## config.mk

```make
export PLATFORM = sky130hd
export DESIGN_NAME = svdm_policy_fsm
export DESIGN_NICKNAME = d
export VERILOG_FILES = /design/src/hw/svdm_pkg.sv /design/src/hw/svdm_policy_fsm.sv /design/src/hw/svdm_timer.sv
export VERILOG_INCLUDE_DIRS = /design/src /design/src/hw
export SDC_FILE = /design/constraint.sdc
export NUM_CORES = 1
export LEC_CHECK = 0
export ABC_CLOCK_PERIOD_IN_PS = 1770
export BUFFER_PORTS_ARGS = -buffer_cell sky130_fd_sc_hd__clkbuf_2
export CAP_MARGIN = 10
export CORE_MARGIN = 2
export CORE_UTILIZATION = 40
export DETAILED_ROUTE_END_ITERATION = 8
export HOLD_SLACK_MARGIN = 0.1
export SLEW_MARGIN = 0
export SYNTH_ARGS = -nofsm -noshare
export SYNTH_HDL_FRONTEND = slang
export SYNTH_SLANG_ARGS = --single-unit
```

## constraint.sdc

```tcl
create_clock -name clk -period 1.77 [get_ports clk]
set_input_delay 0.0885 -clock clk [delete_from_list [all_inputs] [get_ports clk]]
set_output_delay 0.0885 -clock clk [all_outputs]
set_load 0.02 [all_outputs]
```

## src/hw/svdm_regs.svh

```systemverilog
// timing constants and timer width for the structured message sequencer
`ifndef SVDM_REGS_SVH
`define SVDM_REGS_SVH
`define CLK_PERIOD_NS       20
`define RESP_TIME_US        27
`define ENTRY_TIME_US       45
`define EXIT_TIME_US        45
`define RESP_CYCLES   ((`RESP_TIME_US * 1000) / `CLK_PERIOD_NS)
`define ENTRY_CYCLES  ((`ENTRY_TIME_US * 1000) / `CLK_PERIOD_NS)
`define EXIT_CYCLES   ((`EXIT_TIME_US * 1000) / `CLK_PERIOD_NS)
`define TMR_W               12
`endif

```

## src/hw/svdm_pkg.sv

```systemverilog
// types shared by the structured message sequencer
package svdm_pkg;
    typedef enum logic [2:0] {
        CMD_NONE, CMD_DISC_ID, CMD_DISC_SVID, CMD_DISC_MODES,
        CMD_ENTER, CMD_EXIT, CMD_ATTN
    } cmd_e;
    typedef enum logic [1:0] {ANS_ACK, ANS_NAK, ANS_BUSY, ANS_REQ} ans_e;
    typedef enum logic [1:0] {
        RES_ACK, RES_NAK, RES_BUSY, RES_TIMEOUT
    } result_e;
    typedef struct packed {
        logic valid;
        cmd_e cmd;
        ans_e ans;
    } msg_s;
    typedef struct packed {
        logic    valid;
        cmd_e    cmd;
        result_e result;
    } report_s;
endpackage : svdm_pkg

```

## src/hw/svdm_policy_fsm.sv

```systemverilog
// structured message sequencer: port initiator and cable plug responder
`timescale 1ns/1ps
`include "svdm_regs.svh"
module svdm_policy_fsm
    import svdm_pkg::*;
(
    input  wire logic       clk,
    input  wire logic       rst_n,
    input  wire logic       roleSource,
    input  wire logic       reqModes,
    input  wire logic       reqEnter,
    input  wire logic       reqExit,
    input  wire logic       dpmAck,
    input  wire logic       modeDone,
    input  wire msg_s       rxMsg,
    input  wire logic       txDone,
    input  wire logic       cblInfoValid,
    input  wire ans_e       cblInfoAns,
    output msg_s            txMsg,
    output report_s         report,
    output logic            dpmEnterReq,
    output logic            dpmExitReq,
    output logic            cblInfoReq,
    output cmd_e            cblInfoCmd,
    output logic            hardResetSrc,
    output logic            hardResetSnk,
    output logic            readySource,
    output logic            readySink,
    output logic            cblReady
);
    // ****************************************************
    // reset release
    // ****************************************************
    logic rstMeta;
    logic rstN;
    always_ff @(posedge clk or negedge rst_n) begin
        if (!rst_n) begin
            rstMeta <= 1'b0;
            rstN    <= 1'b0;
        end else begin
            rstMeta <= 1'b1;
            rstN    <= rstMeta;
        end
    end

    // ****************************************************
    // port initiator
    // ****************************************************
    typedef enum logic [3:0] {
        P_READY, P_MODES_REQ, P_MODES_ACK, P_MODES_NAK,
        P_ENTRY_REQ, P_ENTRY_ACK, P_ENTRY_NAK,
        P_EXIT_REQ, P_EXIT_ACK, P_HARD_RESET, P_ATTN
    } port_state_e;

    port_state_e state;
    port_state_e next_state;
    logic        roleHeld;
    result_e     outcome;
    result_e     next_outcome;
    logic        tmrStart;
    logic        tmrExpired;
    logic [11:0] tmrLoad;

    wire inReady   = (state == P_READY);
    wire rxOk      = rxMsg.valid;
    wire rxAck     = rxOk && rxMsg.ans == ANS_ACK;
    wire rxNak     = rxOk && rxMsg.ans == ANS_NAK;
    wire rxBusy    = rxOk && rxMsg.ans == ANS_BUSY;
    wire rxModes   = rxMsg.cmd == CMD_DISC_MODES;
    wire rxEnter   = rxMsg.cmd == CMD_ENTER;
    wire rxExit    = rxMsg.cmd == CMD_EXIT;
    wire rxAttn    = rxOk && rxMsg.ans == ANS_REQ && rxMsg.cmd == CMD_ATTN;
    wire rxCblId   = rxOk && rxMsg.ans == ANS_REQ
                     && rxMsg.cmd == CMD_DISC_ID;
    wire rxCblSvid = rxOk && rxMsg.ans == ANS_REQ
                     && rxMsg.cmd == CMD_DISC_SVID;
    wire rejCode   = rxNak || rxBusy;
    wire result_e  rxReject = rxNak ? RES_NAK : RES_BUSY;

    // timer restarted on the cycle each request state is entered
    assign tmrStart = inReady && (next_state != P_READY)
                      && (next_state != P_ATTN);
    assign tmrLoad  = (next_state == P_ENTRY_REQ) ? 12'(`ENTRY_CYCLES)
                    : (next_state == P_EXIT_REQ)  ? 12'(`EXIT_CYCLES)
                    : 12'(`RESP_CYCLES);

    svdm_timer u_timer (
        .clk     (clk),
        .rstN    (rstN),
        .start   (tmrStart),
        .stop    (1'b0),
        .load    (tmrLoad),
        .expired (tmrExpired)
    );

    always_comb begin
        next_state   = state;
        next_outcome = outcome;
        case (state)
            P_READY: begin
                // attention has priority since it cannot be retried
                if (rxAttn)
                    next_state = P_ATTN;
                else if (reqModes)
                    next_state = P_MODES_REQ;
                else if (reqEnter)
                    next_state = P_ENTRY_REQ;
                else if (reqExit)
                    next_state = P_EXIT_REQ;
            end
            P_MODES_REQ: begin
                if (rxAck && rxModes) begin
                    next_state   = P_MODES_ACK;
                    next_outcome = RES_ACK;
                end else if (rejCode && rxModes) begin
                    next_state   = P_MODES_NAK;
                    next_outcome = rxReject;
                end else if (tmrExpired) begin
                    next_state   = P_MODES_NAK;
                    next_outcome = RES_TIMEOUT;
                end
            end
            P_ENTRY_REQ: begin
                if (rxAck && rxEnter) begin
                    next_state   = P_ENTRY_ACK;
                    next_outcome = RES_ACK;
                end else if (rejCode && rxEnter) begin
                    next_state   = P_ENTRY_NAK;
                    next_outcome = rxReject;
                end else if (tmrExpired) begin
                    next_state   = P_ENTRY_NAK;
                    next_outcome = RES_TIMEOUT;
                end
            end
            P_EXIT_REQ: begin
                // NAK counts as acknowledged; only busy or silence resets
                if ((rxAck || rxNak) && rxExit) begin
                    next_state   = P_EXIT_ACK;
                    next_outcome = rxAck ? RES_ACK : RES_NAK;
                end else if ((rxBusy && rxExit) || tmrExpired) begin
                    next_state = P_HARD_RESET;
                end
            end
            P_MODES_ACK, P_MODES_NAK, P_ENTRY_NAK, P_ATTN: begin
                if (dpmAck)
                    next_state = P_READY;
            end
            P_ENTRY_ACK: begin
                if (dpmAck && modeDone)
                    next_state = P_READY;
            end
            P_EXIT_ACK: begin
                if (dpmAck)
                    next_state = P_READY;
            end
            P_HARD_RESET: next_state = P_HARD_RESET;
            default:      next_state = P_READY;
        endcase
    end

    always_ff @(posedge clk or negedge rstN) begin
        if (!rstN) begin
            state    <= P_READY;
            outcome  <= RES_ACK;
            roleHeld <= 1'b0;
        end else begin
            state   <= next_state;
            outcome <= next_outcome;
            if (inReady)
                roleHeld <= roleSource;
        end
    end

    // ****************************************************
    // cable plug responder
    // ****************************************************
    typedef enum logic [2:0] {
        C_READY, C_GET_ID, C_SEND_ID, C_GET_SVID, C_SEND_SVID
    } cbl_state_e;

    cbl_state_e cstate;
    cbl_state_e next_cstate;
    ans_e       cblAns;
    logic       cblSent;

    wire cInReady = (cstate == C_READY);
    wire cGetting = (cstate == C_GET_ID) || (cstate == C_GET_SVID);
    wire cSending = (cstate == C_SEND_ID) || (cstate == C_SEND_SVID);

    always_comb begin
        next_cstate = cstate;
        case (cstate)
            C_READY: begin
                if (rxCblId)
                    next_cstate = C_GET_ID;
                else if (rxCblSvid)
                    next_cstate = C_GET_SVID;
            end
            C_GET_ID: begin
                if (cblInfoValid)
                    next_cstate = C_SEND_ID;
            end
            C_GET_SVID: begin
                if (cblInfoValid)
                    next_cstate = C_SEND_SVID;
            end
            C_SEND_ID, C_SEND_SVID: begin
                if (txDone && cblSent)
                    next_cstate = C_READY;
            end
            default: next_cstate = C_READY;
        endcase
    end

    always_ff @(posedge clk or negedge rstN) begin
        if (!rstN) begin
            cstate  <= C_READY;
            cblAns  <= ANS_ACK;
            cblSent <= 1'b0;
        end else begin
            cstate <= next_cstate;
            if (cGetting && cblInfoValid)
                cblAns <= (cblInfoAns == ANS_REQ) ? ANS_ACK : cblInfoAns;
            // a send blocked by a port request is not counted as sent
            cblSent <= cSending && !(cblSent && txDone)
                       && (cblSent || !portEnter);
        end
    end

    // ****************************************************
    // outputs
    // ****************************************************
    wire portEnter = inReady && tmrStart;
    wire cmd_e portCmd = (next_state == P_ENTRY_REQ) ? CMD_ENTER
                       : (next_state == P_EXIT_REQ)  ? CMD_EXIT
                       : CMD_DISC_MODES;
    wire cblSendNow = cSending && !cblSent;
    wire cmd_e cblCmd = (cstate == C_SEND_ID || cstate == C_GET_ID)
                        ? CMD_DISC_ID : CMD_DISC_SVID;
    wire leaving = (next_state == P_READY) && !inReady;
    wire cmd_e repCmd = (state == P_ENTRY_NAK || state == P_ENTRY_ACK)
                        ? CMD_ENTER
                      : (state == P_EXIT_ACK) ? CMD_EXIT
                      : (state == P_ATTN)     ? CMD_ATTN
                      : CMD_DISC_MODES;

    always_ff @(posedge clk or negedge rstN) begin
        if (!rstN) begin
            txMsg  <= '0;
            report <= '0;
        end else begin
            // port requests win the transmitter over cable answers
            if (portEnter)
                txMsg <= '{1'b1, portCmd, ANS_REQ};
            else if (cblSendNow)
                txMsg <= '{1'b1, cblCmd, cblAns};
            else
                txMsg <= '0;
            if (leaving)
                report <= '{1'b1, repCmd, outcome};
            else
                report <= '0;
        end
    end

    assign dpmEnterReq  = (state == P_ENTRY_ACK);
    assign dpmExitReq   = (state == P_EXIT_ACK);
    assign cblInfoReq   = cGetting;
    assign cblInfoCmd   = cGetting ? cblCmd : CMD_NONE;
    assign hardResetSrc = (state == P_HARD_RESET) && roleHeld;
    assign hardResetSnk = (state == P_HARD_RESET) && !roleHeld;
    assign readySource  = inReady && roleHeld;
    assign readySink    = inReady && !roleHeld;
    assign cblReady     = cInReady;

    // ****************************************************
    // checks
    // ****************************************************
    a_modes_start: assert property (@(posedge clk) disable iff (!rstN)
        inReady && !rxAttn && reqModes |=> state == P_MODES_REQ
        && txMsg.valid && txMsg.cmd == CMD_DISC_MODES)
        else $error("modes request not issued");
    a_modes_ack: assert property (@(posedge clk) disable iff (!rstN)
        state == P_MODES_REQ && rxAck && rxModes
        |=> state == P_MODES_ACK)
        else $error("modes ack not taken");
    a_modes_rej: assert property (@(posedge clk) disable iff (!rstN)
        state == P_MODES_REQ && rejCode && rxModes
        |=> state == P_MODES_NAK)
        else $error("modes reject not taken");
    a_report_out: assert property (@(posedge clk) disable iff (!rstN)
        state == P_MODES_NAK && dpmAck
        |=> report.valid && state == P_READY)
        else $error("reject outcome not reported");
    a_entry_wait: assert property (@(posedge clk) disable iff (!rstN)
        state == P_ENTRY_ACK && !modeDone
        |=> state == P_ENTRY_ACK)
        else $error("entry left before mode entered");
    a_exit_busy: assert property (@(posedge clk) disable iff (!rstN)
        state == P_EXIT_REQ && rxBusy && rxExit
        |=> hardResetSrc || hardResetSnk)
        else $error("busy exit did not hard reset");
    a_exit_nak: assert property (@(posedge clk) disable iff (!rstN)
        state == P_EXIT_REQ && rxNak && rxExit |=> dpmExitReq)
        else $error("exit nak not acknowledged");
    a_attn_note: assert property (@(posedge clk) disable iff (!rstN)
        inReady && rxAttn |=> state == P_ATTN)
        else $error("attention not noted");
    a_cbl_id: assert property (@(posedge clk) disable iff (!rstN)
        cInReady && rxCblId
        |=> cblInfoReq && cblInfoCmd == CMD_DISC_ID)
        else $error("identity not requested");
    a_cbl_send: assert property (@(posedge clk) disable iff (!rstN)
        cstate == C_GET_SVID && cblInfoValid && !portEnter
        |=> ##1 txMsg.valid && txMsg.cmd == CMD_DISC_SVID)
        else $error("svid answer not sent");
    a_role_hold: assert property (@(posedge clk) disable iff (!rstN)
        !inReady && $stable(state) |-> $stable(roleHeld))
        else $error("role changed mid exchange");

    c_modes_ok: cover property (@(posedge clk) state == P_MODES_ACK);
    c_entry_to: cover property (@(posedge clk)
        state == P_ENTRY_REQ && tmrExpired);
    c_hard_rst: cover property (@(posedge clk) state == P_HARD_RESET);
    c_cbl_done: cover property (@(posedge clk)
        cSending && txDone && cblSent);
endmodule : svdm_policy_fsm

```

## src/hw/svdm_timer.sv

```systemverilog
// down-counting response timer with one-cycle expiry pulse
`timescale 1ns/1ps
module svdm_timer
    import svdm_pkg::*;
(
    input  wire logic           clk,
    input  wire logic           rstN,
    input  wire logic           start,
    input  wire logic           stop,
    input  wire logic [11:0]    load,
    output logic                expired
);
    logic [11:0] count;
    logic        running;
    wire         atOne = running && (count == 12'h0001);

    always_ff @(posedge clk or negedge rstN) begin
        if (!rstN) begin
            count   <= 12'h0000;
            running <= 1'b0;
            expired <= 1'b0;
        end else begin
            expired <= atOne && !start && !stop;
            if (start) begin
                count   <= load;
                running <= 1'b1;
            end else if (stop || atOne) begin
                running <= 1'b0;
            end else if (running) begin
                count <= count - 12'h0001;
            end
        end
    end
endmodule : svdm_timer

```

Word level (Yosys, flattened, before mapping) --
Index checks and enable logic that the tools add are counted.
Word-level totals: bits in registers 41, input bits 18, output and inout bits 23, logic and storage cells 156
Operators by class: $add $sub $neg 1, eq/ne operators 34, multiplexer cells 48, reductions and logical operators 56
Operator list (number):
- $mux W12 | 5
- $mux W4 | 14
- $mux W3 | 10
- $logic_and A1 B1 Y1 | 29
- $pmux W4 S7 | 1
- $eq A4 B3 Y1 const B | 6
- $mux W2 | 10
- $mux W6 | 3
- $eq A12 B1 Y1 const B | 1
- $eq A3 B2 Y1 const B | 4
- $eq A3 B3 Y1 const B | 4
- $eq A4 B4 Y1 const B | 3
- $pmux W3 S4 | 1
- $sub A12 B1 Y12 const B | 1
- $ne A2 B2 Y1 const B | 5
- $eq A4 B2 Y1 const B | 2
- $logic_not A4 Y1 | 2
- $logic_or A1 B1 Y1 | 8
- $eq A2 B2 Y1 const B | 3
- $eq A3 B1 Y1 const B | 2
- $logic_not A1 Y1 | 6
- $pmux W2 S3 | 1
- $reduce_or A5 Y1 | 1
- $eq A4 B1 Y1 const B | 1
- 12 further kinds | 16

Logic depth before layout (Yosys ltp) --
depth in word-level cells 14, depth in mapped cells 9, mapped depth without buffers 9

Modules after synthesis --
From an unflattened synthesis, not the netlist that was laid out.
Unflattened totals: cell total of the unflattened synthesis 298, area, all modules 2630.0 um^2
Modules (own cells, without submodules):
- svdm_policy_fsm | times used 1, cells an instance 196, area an instance 1749.2 um^2, sequential area each 675.6 um^2
- svdm_timer | times used 1, cells an instance 102, area an instance 880.8 um^2, sequential area each 350.3 um^2

Least setup slack after synthesis --
Ideal clock, no wire load.
path kind register -> register, start reg u_timer.count[0], end reg u_timer.count[8], setup time 0.126 ns, data arrival time 1.788 ns, required time 1.644 ns, slack -0.144 ns, cell stages (with the launch flop) 9, buffers on the path 0, clock period less this slack 1.914 ns, cell sequence dfrtp_1 ha_1 nor4b_1 nand4b_1 nand2_1 nor4_1 nor2b_1 xnor2_1 a21oi_1
On the way: word-level cells in the longest chain between the ends 4, elaborated cells between the ends (all ways) 8, those cells by class add/sub (1); eq/ne (2); mux (3); reduce/logical (2)
Ends and longest elaborated chain:
- start: declaration | RTL line svdm_timer.sv:13 | logic [11:0] count;
- start signal: assignment | RTL line svdm_timer.sv:25 | count <= load;
- start signal: assignment | RTL line svdm_timer.sv:30 | count <= count - 12'h0001;
- $sub A12 B1 Y12 / $eq A12 B1 Y1 (equally long branches) | RTL line svdm_timer.sv:30, svdm_timer.sv:15
- $mux W12 / $logic_and A1 B1 Y1 (equally long branches) | RTL line svdm_timer.sv:29, svdm_timer.sv:15
- $mux W12 / $ne A2 B2 Y1 (equally long branches)
- $mux W12 / $reduce_and A2 Y1 (equally long branches)
Several ways; a longest one is shown, not always the timed one. The select of a mux whose other input is x is not followed. A chain may end at the register's enable or synchronous reset.

Worst setup path in the final report --
start reg state[3], end reg u_timer.expired
On the way: elaborated cells between the ends (all ways) 33, those cells by class eq/ne (11); mux (15); reduce/logical (7)
RTL lines:
- start: declaration | RTL line svdm_policy_fsm.sv:55 | port_state_e state;
- start signal: assignment | RTL line svdm_policy_fsm.sv:167 | state <= next_state;
- $eq A4 B4 Y1 (tied with other cells) | RTL line svdm_policy_fsm.sv:99 | case (state)
- $reduce_or A5 Y1 (no source line)
- $pmux W4 S7 (*) | RTL line svdm_policy_fsm.sv:99
- named net next_state[2] | RTL line svdm_policy_fsm.sv:56 | port_state_e next_state;
- $reduce_bool A4 Y1 | RTL line svdm_policy_fsm.sv:81 | assign tmrStart = inReady && (next_state != P_READY)
- $logic_and A1 B1 Y1 | RTL line svdm_policy_fsm.sv:81
- $logic_and A1 B1 Y1 (*) | RTL line svdm_policy_fsm.sv:82 | && (next_state != P_ATTN);
- $logic_not A1 Y1 (*) | RTL line svdm_timer.sv:23 | expired <= atOne && !start && !stop;
- $logic_and A1 B1 Y1 (*) | RTL line svdm_timer.sv:23
- end signal: assignment | RTL line svdm_timer.sv:23
- end: declaration | RTL line svdm_timer.sv:11 | output logic expired
Mark *: on every way through the listed nets, which the timed path passes. The rest lies on a longest branch.

==> summary.txt <==
Cells and area
  • # diodes: 0
  • Core Util, Final: about two thirds
  • Layout cells sized above 1: 49.0%
  • Layout area overhead: 60.1%
  • Fin nets: 413
  • Design area: approximately 3800 µm²

Drt
  • Vias post-DR: 2377
  • Initial DRC Count: 118
  • Routed wire length: 6.59 mm
  • Routed WL per cell: 14.0 µm
  • DRT antenna net count: 0
  • DRC viols: 0
  • Via density: 5.07
  • Initial DRT Pass Iterations: 4

Yosys
  • Synth top area share: a little over two fifths
  • Synthesized area per cell: 9.02 µm²
  • Syn nets: 283
  • Cell Area, Synth: around 2400 µm²
  • Yosys reg bits: just over 40
  • Post-synth top area cell: dfrtp_1
  • Post-synth top cells: dfrtp_1 (41), nand2_1 (28), nor2_1 (28)
  • Post-synth ARST share: 100%
  • Area contributors post-synth: dfrtp_1 (43%), nand2_1 (4.4%), nor2_1 (4.4%)
  • Yosys cell types: 63
  • Synth warnings: 0
  • Post-synthesis sequential area ratio: 43.3%
  • Most numerous cell in the Yosys netlist: dfrtp_1
  • Dominant synthesized flop cell: dfrtp_1
  • Number of enable flip-flop cells after synthesis: 0
  • Cell count after synthesis: 263

STA
  • Setup Skew: 4.58 ps
  • Unrepaired setup endpoints after global routing: yes
  • Slew Viols, Final: 0
  • Slew HR: about 64%
  • Max Clk Rate: 469 MHz
  • Min Tclk post-route: 2130 ps
  • Final hold violation count: 0
  • Final period utilization: 120%
  • Setup Viol. Count Final: 29
  • Post-route worst setup slack: -362 ps
  • Worst slew pin tran: 528 ps

Min path
  • HP Class: in2reg

Placed design
  • Placer Congestion: 0.899
  • Area of placed instances: 3110 µm²
  • Hpwl dp: 4.46 mm
  • Port bufs: 39

Power and ir drop
  • Worst VDD drop: 0.000942 V
  • PD cells: 1720 nW/µm²
  • Leak pwr: 0.00179 µW

Die
  • Die height: 81.0 µm
  • Die width: 81.0 µm
  • Core Area: 5820 µm²
  • Ports: 41
  • Die area: 6560 µm²
  • Initial Util: 40.8%
  • Site Rows: 28

Clocking
  • Root buffer cell: clkbuf_8
  • CTS Buffer Depth: 2
  • CTS Buf Count: 5
  • Worst skew pair latency: 300 ps
  • CTS tree: built
  • Clk slew on worst S/H paths: 80 ps
  • CTS Sinks: 41
  • H-tree depth: 2

Run status
  • Status: finished with violations
  • Failing checks: negative setup slack

Worst setup path
  • Crit Path Max Fanout: 7
  • WP data arrival: 2330 ps
  • Worst Setup Start Kind: flip-flop
  • Crit. End Element: flip-flop
  • FF-to-FF setup slack: -360 ps
  • CP required: between 1500 and 2000 ps
  • Crit Path Class: reg2reg

Global routing
  • Initial antenna violation count: 0
  • Largest net degree at the start of global routing: 40
  • GRT Total Usage: 20.7%
  • First-pass GRT wire length: 10.4 mm
  • Number of global-route vias before repair: roughly 2300
  • Grt total ovfl: 0

Job
  • MaxCap Viol Count: 0
==> final timing paths <==
path,start,end,cells past startpoint
worst max-delay path,state[3],u_timer.expired,10
worst min-delay path,reqModes,state[2],3
worst max register to register,state[3],u_timer.expired,10
worst min register to register,rstN,txMsg[4],1
max in group asynchronous,rst_n,rstN,3
min in group asynchronous,rstN,txMsg[4],1
==> power breakdown <==
group	switching, µW	total [µW]	internal [µW]
registers	304	1590	1290
clock network	358	926	568
logic	1900	4030	2130
==> area by class of cell <==
class                      instances  area [µm²]
fill                             487        2020
multi-input combinational        199        1460
tap                               75        93.8
clock buffer                       5        68.8
sequential                        41        1030
inverter                          11        46.3
timing repair buffer             135        1030
clock inverter                     3        68.8
==> cells in the final DEF, fill, tap and decap left out, types with 5 or more instances in the layout <==
cell type      count
a21oi_1           15
a21oi_2            5
buf_4             71
buf_6             19
clkbuf_2          35
clkbuf_8           5
dfrtp_1           37
dlygate4sd3_1      8
inv_1             10
nand2_1           20
nand2_2            7
nand2b_1           9
nor2_1            22
nor2_4             5
nor3_1            11
o21ai_0            7
xnor2_1            7
xor2_1             5
==> layer usage <==
layer	global-route usage, %	wire, µm	up-vias
li1	-	-	1194
met1	28.1	3000	1117
met2	33.6	3160	51
met3	4.22	251	15
met4	6.10	168	0
met5	0	0	-
==> cells by family after synthesis <==
logic type	after synthesis	share of synthesized area, %
buffers and inverters	23	4.91
flip-flops	41	43.3
AND/OR/NAND/NOR	122	28.5
AO/OA/AOI/OAI	61	17.5
other	2	0.317
XOR/XNOR	12	4.43
adder cells (fa/ha/maj)	2	1.06
==> registers in the layout, indices dropped and copies added, names as in the netlist, 2 cells and up <==
register / flops
report: 6
cblAns: 2
outcome: 2
txMsg: 6
cstate: 3
state: 4
u_timer.count: 12
==> critical path, stage by stage, from the launching register on <==
cell and delay [ps]:
dfrtp_2 460, buf_6 140, nor2_4 120, nand2_2 90, or4_4 560, nand3_4 100
buf_6 110, o21ai_4 80, buf_6 130, buf_6 100, nor3b_4 140
==> metrics by stage <==
step / std cells / setup WS (ps) / total power, µW / hold WS [ps] / TNS (ps)
finish: 469 / -362 / 6540 / 173 / -7370
global route: 469 / -417 / 6970 / 181 / -9500
CTS: 458 / -292 / 6060 / 160 / -4760
detailed placement: 429 / -269 / 4470 / -122 / -4390
global placement: 429 / -249 / 4430 / -124 / -4260
floorplan: 263 / -49.9 / 3320 / -207 / -374
==> what timing repair did <==
item	4_1_cts	5_1_grt
resized for setup	47	35
setup endpoints to repair	31	35
hold buffers	8	0
buffers inserted	13	16
pin swaps	12	18
endpoints found under the hold margin	7	0
Power figures use the tool's default switching activity.
